===== src/adio_pkg.sv =====
// constants, types and register map of the agitator driver discrete i/o logic
`default_nettype none
package adio_pkg;

   // ---------------------------------------------------------------
   // clock and timing
   // ---------------------------------------------------------------
   localparam int CLK_HZ = 50000000;
   localparam int SPEED_PULSE_NS = 200000;
   localparam int SPEED_PULSE_CYC_DEF = SPEED_PULSE_NS / 1000 * (CLK_HZ / 1000000);
   localparam int PULSES_PER_REV = 30;

   // ---------------------------------------------------------------
   // register byte offsets
   // ---------------------------------------------------------------
   localparam logic [7:0] REG_CTRL = 8'h00;
   localparam logic [7:0] REG_BAND = 8'h04;
   localparam logic [7:0] REG_OVLWARN = 8'h08;
   localparam logic [7:0] REG_STATUS = 8'h0c;
   localparam logic [7:0] REG_SPEED = 8'h10;
   localparam logic [7:0] REG_TERMMAP = 8'h14;
   localparam logic [7:0] REG_OPDATA0 = 8'h20;

   // ---------------------------------------------------------------
   // field layout and reset values
   // ---------------------------------------------------------------
   localparam int CTRL_HOLD_EN_BIT = 0;
   localparam logic [8:0] BAND_MAX = 9'h190;
   localparam logic [8:0] BAND_RST = 9'h0c8;
   localparam logic [8:0] OVLWARN_RST = 9'h078;
   localparam logic [11:0] OPSPEED_RST = 12'h032;
   localparam logic [7:0] OPRAMP_RST = 8'h05;
   localparam int OPDATA_SETS = 4;
   localparam int ST_ALARM_BIT = 0;
   localparam int ST_CODE_LSB = 1;
   localparam int ST_CAUTION_BIT = 3;
   localparam int ST_RUN_BIT = 4;
   localparam int ST_REACHED_BIT = 5;
   localparam int ST_OVERLOAD_BIT = 6;
   localparam int ST_SET_LSB = 7;
   localparam int FN_BITS = 3;

   // ---------------------------------------------------------------
   // input terminal functions and alarm codes
   // ---------------------------------------------------------------
   typedef enum logic [2:0] {
      FN_NONE = 3'h0,
      FN_FWD = 3'h1,
      FN_REV = 3'h2,
      FN_SEL_LOW = 3'h3,
      FN_SEL_HIGH = 3'h4,
      FN_CLEAR = 3'h5,
      FN_EXT_FAULT = 3'h6,
      FN_HOLD_FREE = 3'h7
   } adio_func_e;

   localparam logic [20:0] TERMMAP_RST = {3'h7, 3'h6, 3'h5, 3'h4, 3'h3, 3'h2, 3'h1};

   typedef enum logic [1:0] {
      ALM_NONE = 2'h0,
      ALM_EXT = 2'h1,
      ALM_OVERLOAD = 2'h2,
      ALM_PROTECT = 2'h3
   } adio_alarm_e;

   // one operation data set: r/min, ramps in 0.1 s
   typedef struct packed {
      logic [7:0] decel;
      logic [7:0] accel;
      logic [11:0] speed;
   } adio_opdata_s;

   localparam adio_opdata_s OPDATA_RST = '{decel: OPRAMP_RST, accel: OPRAMP_RST,
      speed: OPSPEED_RST};

endpackage : adio_pkg
`default_nettype wire


===== src/adio_logic.sv =====
// discrete i/o control and status logic of the agitator motor driver
`timescale 1ns/1ps
`default_nettype none
module adio_logic
   import adio_pkg::*;
#(
   parameter int TERMS = 7,
   parameter int SPEED_PULSE_CYC = SPEED_PULSE_CYC_DEF
) (
   input wire logic mclk,
   input wire logic reset,
   // classic wishbone slave
   input wire logic wb_cyc_i,
   input wire logic wb_stb_i,
   input wire logic wb_we_i,
   input wire logic [7:0] wb_adr_i,
   input wire logic [3:0] wb_sel_i,
   input wire logic [31:0] wb_dat_i,
   output logic [31:0] wb_dat_o,
   output logic wb_ack_o,
   // controller input terminals, asynchronous
   input wire logic [TERMS-1:0] terminalIn,
   // motor drive side, on mclk
   input wire logic rotationTick,
   input wire logic [11:0] measuredSpeed,
   input wire logic [8:0] loadFactor,
   input wire logic overloadAlarm,
   input wire logic protectAlarm,
   input wire logic warningActive,
   output logic motorRun,
   output logic motorReverse,
   output logic instantStop,
   output logic holdRelease,
   output adio_opdata_s activeData,
   // controller output terminals
   output logic speedPulseOut,
   output logic fault_indicator_out,
   output logic overload_indicator_out,
   output logic runningOut,
   output logic speed_reached_out,
   output logic caution_indicator_out
);

   // ---------------------------------------------------------------
   // input synchronisers and terminal function mapping
   // ---------------------------------------------------------------
   logic [TERMS-1:0] termMeta;
   logic [TERMS-1:0] termSync;
   logic [1:0] syncFill;
   logic [FN_BITS*TERMS-1:0] termMap;
   logic [7:0] fnLevel;
   logic [7:0] fnMapped;

   always_ff @(posedge mclk or posedge reset) begin
      if (reset) begin
         termMeta <= '0;
         termSync <= '0;
         syncFill <= '0;
      end else begin
         termMeta <= terminalIn;
         termSync <= termMeta;
         syncFill <= {syncFill[0], 1'b1};
      end
   end

   // the same function on two terminals is simply or-ed
   always_comb begin
      fnLevel = '0;
      fnMapped = '0;
      for (int t = 0; t < TERMS; t++) begin
         fnLevel[termMap[FN_BITS*t +: FN_BITS]] |= termSync[t];
         fnMapped[termMap[FN_BITS*t +: FN_BITS]] = 1'b1;
      end
   end

   logic fwdOn;
   logic revOn;
   logic clearOn;
   logic extOpen;
   logic [1:0] selSet;

   assign fwdOn = fnLevel[FN_FWD];
   assign revOn = fnLevel[FN_REV];
   assign clearOn = fnLevel[FN_CLEAR];
   // unmapped external fault is treated as closed so it cannot trip
   // held off until the synchroniser has filled, else reset reads as an open contact
   assign extOpen = syncFill[1] & fnMapped[FN_EXT_FAULT] & ~fnLevel[FN_EXT_FAULT];
   assign selSet = {fnLevel[FN_SEL_HIGH], fnLevel[FN_SEL_LOW]};

   // ---------------------------------------------------------------
   // configuration registers
   // ---------------------------------------------------------------
   logic holdEnable;
   logic [8:0] speedBand;
   logic [8:0] overloadLevel;
   adio_opdata_s opSet [OPDATA_SETS];
   logic wbWrite;
   logic [31:0] laneMask;
   logic [31:0] bandMerged;
   logic [31:0] levelMerged;
   logic [31:0] mapMerged;

   assign wbWrite = wb_cyc_i & wb_stb_i & wb_we_i & ~wb_ack_o;
   assign laneMask = {{8{wb_sel_i[3]}}, {8{wb_sel_i[2]}}, {8{wb_sel_i[1]}}, {8{wb_sel_i[0]}}};
   assign bandMerged = ({23'h0, speedBand} & ~laneMask) | (wb_dat_i & laneMask);
   assign levelMerged = ({23'h0, overloadLevel} & ~laneMask) | (wb_dat_i & laneMask);
   assign mapMerged = ({{(32-FN_BITS*TERMS){1'b0}}, termMap} & ~laneMask) | (wb_dat_i & laneMask);

   always_ff @(posedge mclk or posedge reset) begin
      if (reset) begin
         holdEnable <= 1'b0;
      end else if (wbWrite && wb_adr_i == REG_CTRL && wb_sel_i[0]) begin
         holdEnable <= wb_dat_i[CTRL_HOLD_EN_BIT];
      end
   end

   // band writes above the top of the range are clamped
   always_ff @(posedge mclk or posedge reset) begin
      if (reset) begin
         speedBand <= BAND_RST;
      end else if (wbWrite && wb_adr_i == REG_BAND) begin
         if (bandMerged > {23'h0, BAND_MAX}) begin
            speedBand <= BAND_MAX;
         end else begin
            speedBand <= bandMerged[8:0];
         end
      end
   end

   always_ff @(posedge mclk or posedge reset) begin
      if (reset) begin
         overloadLevel <= OVLWARN_RST;
      end else if (wbWrite && wb_adr_i == REG_OVLWARN) begin
         overloadLevel <= levelMerged[8:0];
      end
   end

   always_ff @(posedge mclk or posedge reset) begin
      if (reset) begin
         termMap <= TERMMAP_RST[FN_BITS*TERMS-1:0];
      end else if (wbWrite && wb_adr_i == REG_TERMMAP) begin
         termMap <= mapMerged[FN_BITS*TERMS-1:0];
      end
   end

   always_ff @(posedge mclk or posedge reset) begin
      if (reset) begin
         for (int i = 0; i < OPDATA_SETS; i++) begin
            opSet[i] <= OPDATA_RST;
         end
      end else begin
         for (int i = 0; i < OPDATA_SETS; i++) begin
            if (wbWrite && wb_adr_i == REG_OPDATA0 + 8'(4 * i)) begin
               opSet[i] <= (opSet[i] & ~laneMask[27:0]) | (wb_dat_i[27:0] & laneMask[27:0]);
            end
         end
      end
   end

   // ---------------------------------------------------------------
   // alarm latch
   // ---------------------------------------------------------------
   logic clearPrev;
   logic clearEdge;
   logic alarmLatched;
   adio_alarm_e alarmCode;
   logic alarmSource;

   assign clearEdge = clearOn & ~clearPrev;
   assign alarmSource = extOpen | overloadAlarm | protectAlarm;

   always_ff @(posedge mclk or posedge reset) begin
      if (reset) begin
         clearPrev <= 1'b0;
      end else begin
         clearPrev <= clearOn;
      end
   end

   // a cause still present keeps the alarm: set wins over clear
   always_ff @(posedge mclk or posedge reset) begin
      if (reset) begin
         alarmLatched <= 1'b0;
         alarmCode <= ALM_NONE;
      end else if (alarmSource) begin
         alarmLatched <= 1'b1;
         if (!alarmLatched) begin
            alarmCode <= extOpen ? ALM_EXT : (overloadAlarm ? ALM_OVERLOAD : ALM_PROTECT);
         end
      end else if (clearEdge && alarmLatched) begin
         alarmLatched <= 1'b0;
         alarmCode <= ALM_NONE;
      end
   end

   // ---------------------------------------------------------------
   // run control
   // ---------------------------------------------------------------
   logic bothRun;
   logic stopNow;

   assign bothRun = fwdOn & revOn;
   assign stopNow = bothRun | alarmLatched | alarmSource;

   always_ff @(posedge mclk or posedge reset) begin
      if (reset) begin
         motorRun <= 1'b0;
         motorReverse <= 1'b0;
         instantStop <= 1'b0;
      end else begin
         motorRun <= (fwdOn ^ revOn) & ~stopNow;
         instantStop <= stopNow;
         if (fwdOn ^ revOn) begin
            motorReverse <= revOn;
         end
      end
   end

   always_ff @(posedge mclk or posedge reset) begin
      if (reset) begin
         holdRelease <= 1'b0;
      end else begin
         holdRelease <= holdEnable & fnLevel[FN_HOLD_FREE];
      end
   end

   always_ff @(posedge mclk or posedge reset) begin
      if (reset) begin
         activeData <= OPDATA_RST;
      end else begin
         activeData <= opSet[selSet];
      end
   end

   // ---------------------------------------------------------------
   // speed pulse output
   // ---------------------------------------------------------------
   // a tick during a pulse is dropped; ticks come far slower than 0.2 ms
   logic [$clog2(SPEED_PULSE_CYC+1)-1:0] pulseCnt;

   always_ff @(posedge mclk or posedge reset) begin
      if (reset) begin
         pulseCnt <= '0;
         speedPulseOut <= 1'b0;
      end else if (pulseCnt != '0) begin
         pulseCnt <= pulseCnt - 1'b1;
         speedPulseOut <= (pulseCnt != 1);
      end else if (rotationTick) begin
         pulseCnt <= ($clog2(SPEED_PULSE_CYC+1))'(SPEED_PULSE_CYC);
         speedPulseOut <= 1'b1;
      end
   end

   // ---------------------------------------------------------------
   // status outputs
   // ---------------------------------------------------------------
   logic [12:0] speedDiff;
   logic overloadWarn;

   assign speedDiff = (measuredSpeed >= activeData.speed) ?
      13'(measuredSpeed - activeData.speed) : 13'(activeData.speed - measuredSpeed);
   assign overloadWarn = loadFactor > overloadLevel;

   always_ff @(posedge mclk or posedge reset) begin
      if (reset) begin
         fault_indicator_out <= 1'b0;
         overload_indicator_out <= 1'b0;
      end else begin
         fault_indicator_out <= ~alarmLatched;
         overload_indicator_out <= ~(overloadWarn | overloadAlarm
            | (alarmLatched && alarmCode == ALM_OVERLOAD));
      end
   end

   always_ff @(posedge mclk or posedge reset) begin
      if (reset) begin
         runningOut <= 1'b0;
         speed_reached_out <= 1'b0;
      end else begin
         runningOut <= motorRun;
         speed_reached_out <= motorRun & (speedDiff <= {4'h0, speedBand});
      end
   end

   always_ff @(posedge mclk or posedge reset) begin
      if (reset) begin
         caution_indicator_out <= 1'b0;
      end else begin
         caution_indicator_out <= warningActive;
      end
   end

   // ---------------------------------------------------------------
   // wishbone read and acknowledge
   // ---------------------------------------------------------------
   logic [31:0] statusWord;

   always_comb begin
      statusWord = '0;
      statusWord[ST_ALARM_BIT] = alarmLatched;
      statusWord[ST_CODE_LSB +: 2] = alarmCode;
      statusWord[ST_CAUTION_BIT] = caution_indicator_out;
      statusWord[ST_RUN_BIT] = runningOut;
      statusWord[ST_REACHED_BIT] = speed_reached_out;
      statusWord[ST_OVERLOAD_BIT] = ~overload_indicator_out;
      statusWord[ST_SET_LSB +: 2] = selSet;
   end

   // one wait state; unmapped addresses answer with zero
   always_ff @(posedge mclk or posedge reset) begin
      if (reset) begin
         wb_ack_o <= 1'b0;
         wb_dat_o <= '0;
      end else begin
         wb_ack_o <= wb_cyc_i & wb_stb_i & ~wb_ack_o;
         wb_dat_o <= '0;
         case (wb_adr_i)
            REG_CTRL: wb_dat_o <= {31'h0, holdEnable};
            REG_BAND: wb_dat_o <= {23'h0, speedBand};
            REG_OVLWARN: wb_dat_o <= {23'h0, overloadLevel};
            REG_STATUS: wb_dat_o <= statusWord;
            REG_SPEED: wb_dat_o <= {20'h0, measuredSpeed};
            REG_TERMMAP: wb_dat_o <= {{(32-FN_BITS*TERMS){1'b0}}, termMap};
            default: begin
               for (int i = 0; i < OPDATA_SETS; i++) begin
                  if (wb_adr_i == REG_OPDATA0 + 8'(4 * i)) begin
                     wb_dat_o <= {4'h0, opSet[i]};
                  end
               end
            end
         endcase
      end
   end

endmodule : adio_logic
`default_nettype wire


===== config.mk =====
export PLATFORM = sky130hd
export DESIGN_NAME = adio_logic
export DESIGN_NICKNAME = d
export VERILOG_FILES = /design/src/adio_pkg.sv /design/src/adio_logic.sv
export SDC_FILE = /design/constraint.sdc
export NUM_CORES = 1
export LEC_CHECK = 0
export BUFFER_PORTS_ARGS = -buffer_cell sky130_fd_sc_hd__clkbuf_2
export CAP_MARGIN = 20
export CORE_UTILIZATION = 54
export DETAILED_ROUTE_END_ITERATION = 6
export GPL_ROUTABILITY_DRIVEN = 0
export MAX_ROUTING_LAYER = met4
export PLACE_DENSITY = 0.87
export SKIP_CTS_REPAIR_TIMING = 1
export SLEW_MARGIN = 20
export SYNTH_ARGS = -nofsm -noshare
export SYNTH_HDL_FRONTEND = slang
export SYNTH_SLANG_ARGS = --single-unit
export TNS_END_PERCENT = 5

===== constraint.sdc =====
create_clock -name mclk -period 8.32 [get_ports mclk]
set_clock_uncertainty 0.05 [all_clocks]
set_input_delay 1.664 -clock mclk [delete_from_list [all_inputs] [get_ports mclk]]
set_output_delay 1.664 -clock mclk [all_outputs]
set_load 0.02 [all_outputs]

Word-level counts from Yosys, hierarchy flattened
Memory sizes are Yosys's and may differ from the RTL's.
Cells that the tools add are included.
{"block": "totals", "reg_bits": 257, "mem_bits_ro": 8, "in_bits": 81, "out_inout_bits": 71, "elab_cells": 208, "mem_count": 1}
{"block": "op_classes", "add_sub_neg": 3, "n_lt_le_gt_ge": 19, "n_eq_ne": 12, "n_mux": 54, "n_bitwise": 58, "n_reduce_logical": 23}
{"memory": "(name not given)", "depth": 8, "width": 1, "read_ports": 1, "rd_clocked_by_memory_dff": 0, "wr": 0, "line_no": "adio_logic.sv:71", "text": "fnLevel[termMap[FN_BITS*t +: FN_BITS]] |= termSync[t];"}
{"operator": "$pmux W32 S6", "count": 1}
{"operator": "$and A28 B28 Y28", "count": 5}
{"operator": "$or A28 B28 Y28", "count": 4}
{"operator": "$mux W32", "count": 3}
{"operator": "$mux W28", "count": 3}
{"operator": "$bmux W28 S2", "count": 1}
{"operator": "$bwmux W8", "count": 6}
{"operator": "$or A7 B7 Y7", "count": 6}
{"operator": "$and A32 B32 Y32", "count": 1}
{"operator": "$and A9 B32 Y32", "count": 1}
{"operator": "$eq A8 B6 Y1 const B", "count": 4}
{"operator": "$gt A32 B9 Y1 const B", "count": 1}
{"operator": "$not A32 Y32", "count": 1}
{"operator": "$or A32 B32 Y32", "count": 1}
{"operator": "$lt A3 B4 Y1 const B", "count": 7}
{"operator": "$mux W14", "count": 2}
{"operator": "$not A28 Y28", "count": 1}
{"operator": "$sub A12 B12 Y13", "count": 2}
{"operator": "$and A21 B21 Y21", "count": 1}
{"operator": "$demux W1 S3", "count": 7}
{"operator": "$ge A3 B1 Y1 const B", "count": 7}
{"operator": "$or A21 B21 Y21", "count": 1}
{"operator": "$mux W1", "count": 19}
{"operator": "$bmux W1 S3", "count": 6}
{"operator": "27 further kinds", "count": 78}

Longest topological paths before layout
{"block": "depth", "ltp_word": 36, "depth_mapped": 21, "depth_no_buf": 21}

Worst setup path after synthesis
Ideal clock, no wire load.
{"block": "synth_timing", "path_kind": "input -> register", "from": "input port measuredSpeed[9]", "to": "register speed_reached_out", "setup_time_ns": 0.101, "arrival_time_ns": 5.335, "required_ns": 8.169, "slack_ns": 2.834, "cell_stages": 21, "path_buffers": 0, "path_cell_list": "inv_1 > ha_1 > and2_1 > nand3_1 > nor2_1 > a21o_1 > or3_1 > or3_1 > nand2_1 > mux2_2 > ha_1 > nor2b_1 > o21a_1 > o21a_1 > o21ai_0 > nand2b_1 > a21oi_1 > o21ai_0 > a21boi_0 > o211ai_1 > nor4_1"}
{"block": "synth_between", "elab_chain_cells": 4, "word_cells_on_any_way": 6, "cone_classes": "2 x add/sub; 2 x order compare; 1 x mux; 1 x bitwise"}
{"element": "from (decl)", "line_no": "adio_logic.sv:25", "text": "input wire logic [11:0] measuredSpeed,"}
{"element": "$sub A12 B12 Y13 or $ge A12 B12 Y1 (tied branches)", "line_no": "adio_logic.sv:261, adio_logic.sv:260"}
{"element": "$mux W13 *", "line_no": "adio_logic.sv:260", "text": "assign speedDiff = (measuredSpeed >= activeData.speed) ?"}
{"element": "$le A13 B9 Y1 *", "line_no": "adio_logic.sv:281", "text": "speed_reached_out <= motorRun & (speedDiff <= {4'h0, speedBand});"}
{"element": "$and A1 B1 Y1 *", "line_no": "adio_logic.sv:281"}
{"element": "to (signal assigned)", "line_no": "adio_logic.sv:281"}
{"element": "to (decl)", "line_no": "adio_logic.sv:40", "text": "output logic speed_reached_out,"}
Every way passes the cells marked *; elsewhere a longest branch is shown, timed or not.
A chain may end at the register's enable or synchronous reset.

Worst setup path after layout
{"block": "layout_timing", "from": "input port measuredSpeed[1]", "to": "register speed_reached_out"}
Same word-level chain as after synthesis.

==> metrics <==
DRC errors left 9; FF-to-FF path depth 20; CP Data Arrival Time 6.36 ns; port bufs 147; dominant cell type by area after synthesis dfrtp_1; Avg Inst Size Synth 11.1 um^2; Worst-Margin Slew 0.932 ns; non-filler cells, final 1670; row count 57; Synth area leaders dfrtp_1 37%, dfstp_2 11%, mux2_2 9.6%; Final Hold Viols 0; YS warnings 0; status finished, violations left; CP top delay family compound AO/OA/AOI/OAI gates; area occupied by multi-input gates 6460 um^2; CTS clk-pin slew, worst paths 0.07 ns; Seq/Total Area, Yosys 47.7%; core area 24300 um^2; Vias/cell 6.43; CTS tree yes; P&R area growth vs syn 13.0%; EDFF count, synth 0; root buffer cell clkbuf_16; initial DRC count 1268; Vert. Die Dim 160 um; slew margin rel. 37.7%; reg2reg end speed_reached_out; RSZ-0062 raised after global routing no; vias in the first global route 10.9k; total wire length 35.8 mm; failing checks design-rule violations; clk buf depth 3; width of the die 160 um; initial antenna violation count 2; required time of the critical path 8.70 ns; final setup fails 0; DP Area 14300 um^2; largest net degree at the start of global routing 152; Cell Area, Synth 13400 um^2; CTS Buf Count 26; most frequent CP cell o21ai_0; I/O Pins 152; Final HPWL DP 25.1 mm; Yosys cell types 80; Slew Limit Fails 0; fin crit share 71.8%; first-pass GRT wire length 58.0 mm; via count 10.7k; Max Freq 167 MHz; slowest stage delay, CP 0.45 ns; most frequent cells in the layout 199 x dfrtp_1, 147 x clkbuf_2, 115 x mux2_2; setup slack, reg-to-reg 3.19 ns; DR WL/cell 21.5 um; flip-flop and latch area 6400 um^2; Layout Nets 1452; critical path class in -> reg; top cell type's share of synthesized area 37.1%; slowest CP cell or3_1; CP endpoint speed_reached_out; layout cell share with drive strength beyond 1 30.6%; Synth Register Bits 253; # clock sinks 253; power per cell area 170 nW/um^2; Cells after DPL 1620; Fillers 1863; stages on the worst setup path 22; CP Launch Point measuredSpeed[1]; CP bufs+invs 2; commonest non-fill, non-tap cell in the layout dfrtp_1; Design Area, Final 15200 um^2; Setup crit end kind flip-flop; clk_lat worst skew 0.54 ns; max-cap violation count 0; drt first pass iters 7; die area 25500 um^2; Mapped Cells 1206; Leak Pwr 6.99 nW; top_reg_cell synth dfrtp_1; Worst Path Max Fanout 10; GRT Total Usage 29.4%; HP Class reg -> reg; FF-to-FF Start activeData[1]; H-tree Lvls 1; critical path cell sequence clkbuf_2 > inv_1 > ha_1 > nor2b_1 > o21ai_0 > a21boi_0 > o21ai_0 > a211oi_1 > or3_1 > nand2_1 > mux2_2 > ha_1 > nor2b_1 > o21a_1 > o21a_1 > o21ai_0 > nand2b_1 > a21oi_1 > o21ai_0 > a21boi_0 > o211ai_1 > nor4_1; Fin Setup TNS 0 ns; Max VDD drop 0.000126 V; post-route ant nets 0; Initial Util 55.2%; asr flop ratio synth 100%; minimum clock period 5.97 ns; Worst setup SP type input pin; GRT Residual Overflow 0
kinds of logic (layout without fill, tap and decap cells):
logic type	after synthesis	after routing	share of synthesized area [%]
simple gates	304	304	11.7
compound gates	286	286	15.2
flops	253	253	47.7
mux	155	155	15.2
buf+inv	139	274	4.35
fa+ha+maj	47	47	4.49
xor+xnor	20	20	1.31
other cells	2	7	0.0559
worst min path at each step:
stage                start     endpoint  slack (ns)  cells past startpoint
5_1_grt        termMeta[6]  termSync[6]        0.30                      0
4_1_cts        termMeta[6]  termSync[6]        0.30                      0
3_5_place_dp   termMeta[1]  termSync[1]        0.29                      0
6_report       termMeta[6]  termSync[6]        0.29                      0
3_3_place_gp   syncFill[0]  syncFill[1]        0.28                      0
2_1_floorplan  syncFill[0]  syncFill[1]        0.28                      0
through the flow:
stage / util, % / power (mW) / hold slack [ns] / setup slack (ns)
global placement: 59.0 / 1.46 / 0.283 / 2.32
global route: 62.4 / 2.66 / 0.304 / 1.99
detailed placement: 59.0 / 1.46 / 0.286 / 2.07
CTS: 62.4 / 2.59 / 0.297 / 2.49
floorplan: - / 1.39 / 0.281 / 2.83
finish: 62.4 / 2.58 / 0.294 / 2.35
cell usage after synthesis, types with 12 or more instances:
library cell	n
mux2i_1	12
nand2_1	101
a21oi_1	31
a22oi_1	41
mux2_2	115
nor3_1	15
dfstp_2	54
ha_1	45
mux4_2	28
clkbuf_1	47
dfrtp_1	199
xnor2_1	12
and3_1	15
a222oi_1	17
a31oi_1	13
nor2_1	40
o21ai_0	70
nand3_1	36
inv_1	70
layout make-up:
cell class / count / share of cell area [%]
tap: 324 / 2.67
sequential: 253 / 42.2
antenna: 2 / 0.0330
clock inverter: 8 / 0.487
multi-input combinational: 817 / 42.6
clock buffer: 40 / 4.91
inverter: 70 / 1.76
timing repair buffer: 156 / 5.38
layer usage:
| layer | GRT usage (%) | up-vias | share of wire (%) |
|---|---|---|---|
| li1 | - | 4704 | - |
| met1 | 36.5 | 5309 | 40 |
| met2 | 46.4 | 597 | 47 |
| met3 | 6.86 | 120 | 9.5 |
| met4 | 11.9 | 0 | 3.7 |
| met5 | - | - | 0 |
power breakdown:
part | switching, mW | total, mW | internal (mW)
Clock | 0.482 | 1.13 | 0.648
Sequential | 0.0108 | 1.26 | 1.25
Combinational | 0.120 | 0.189 | 0.0685
Power figures use the tool's default switching activity.
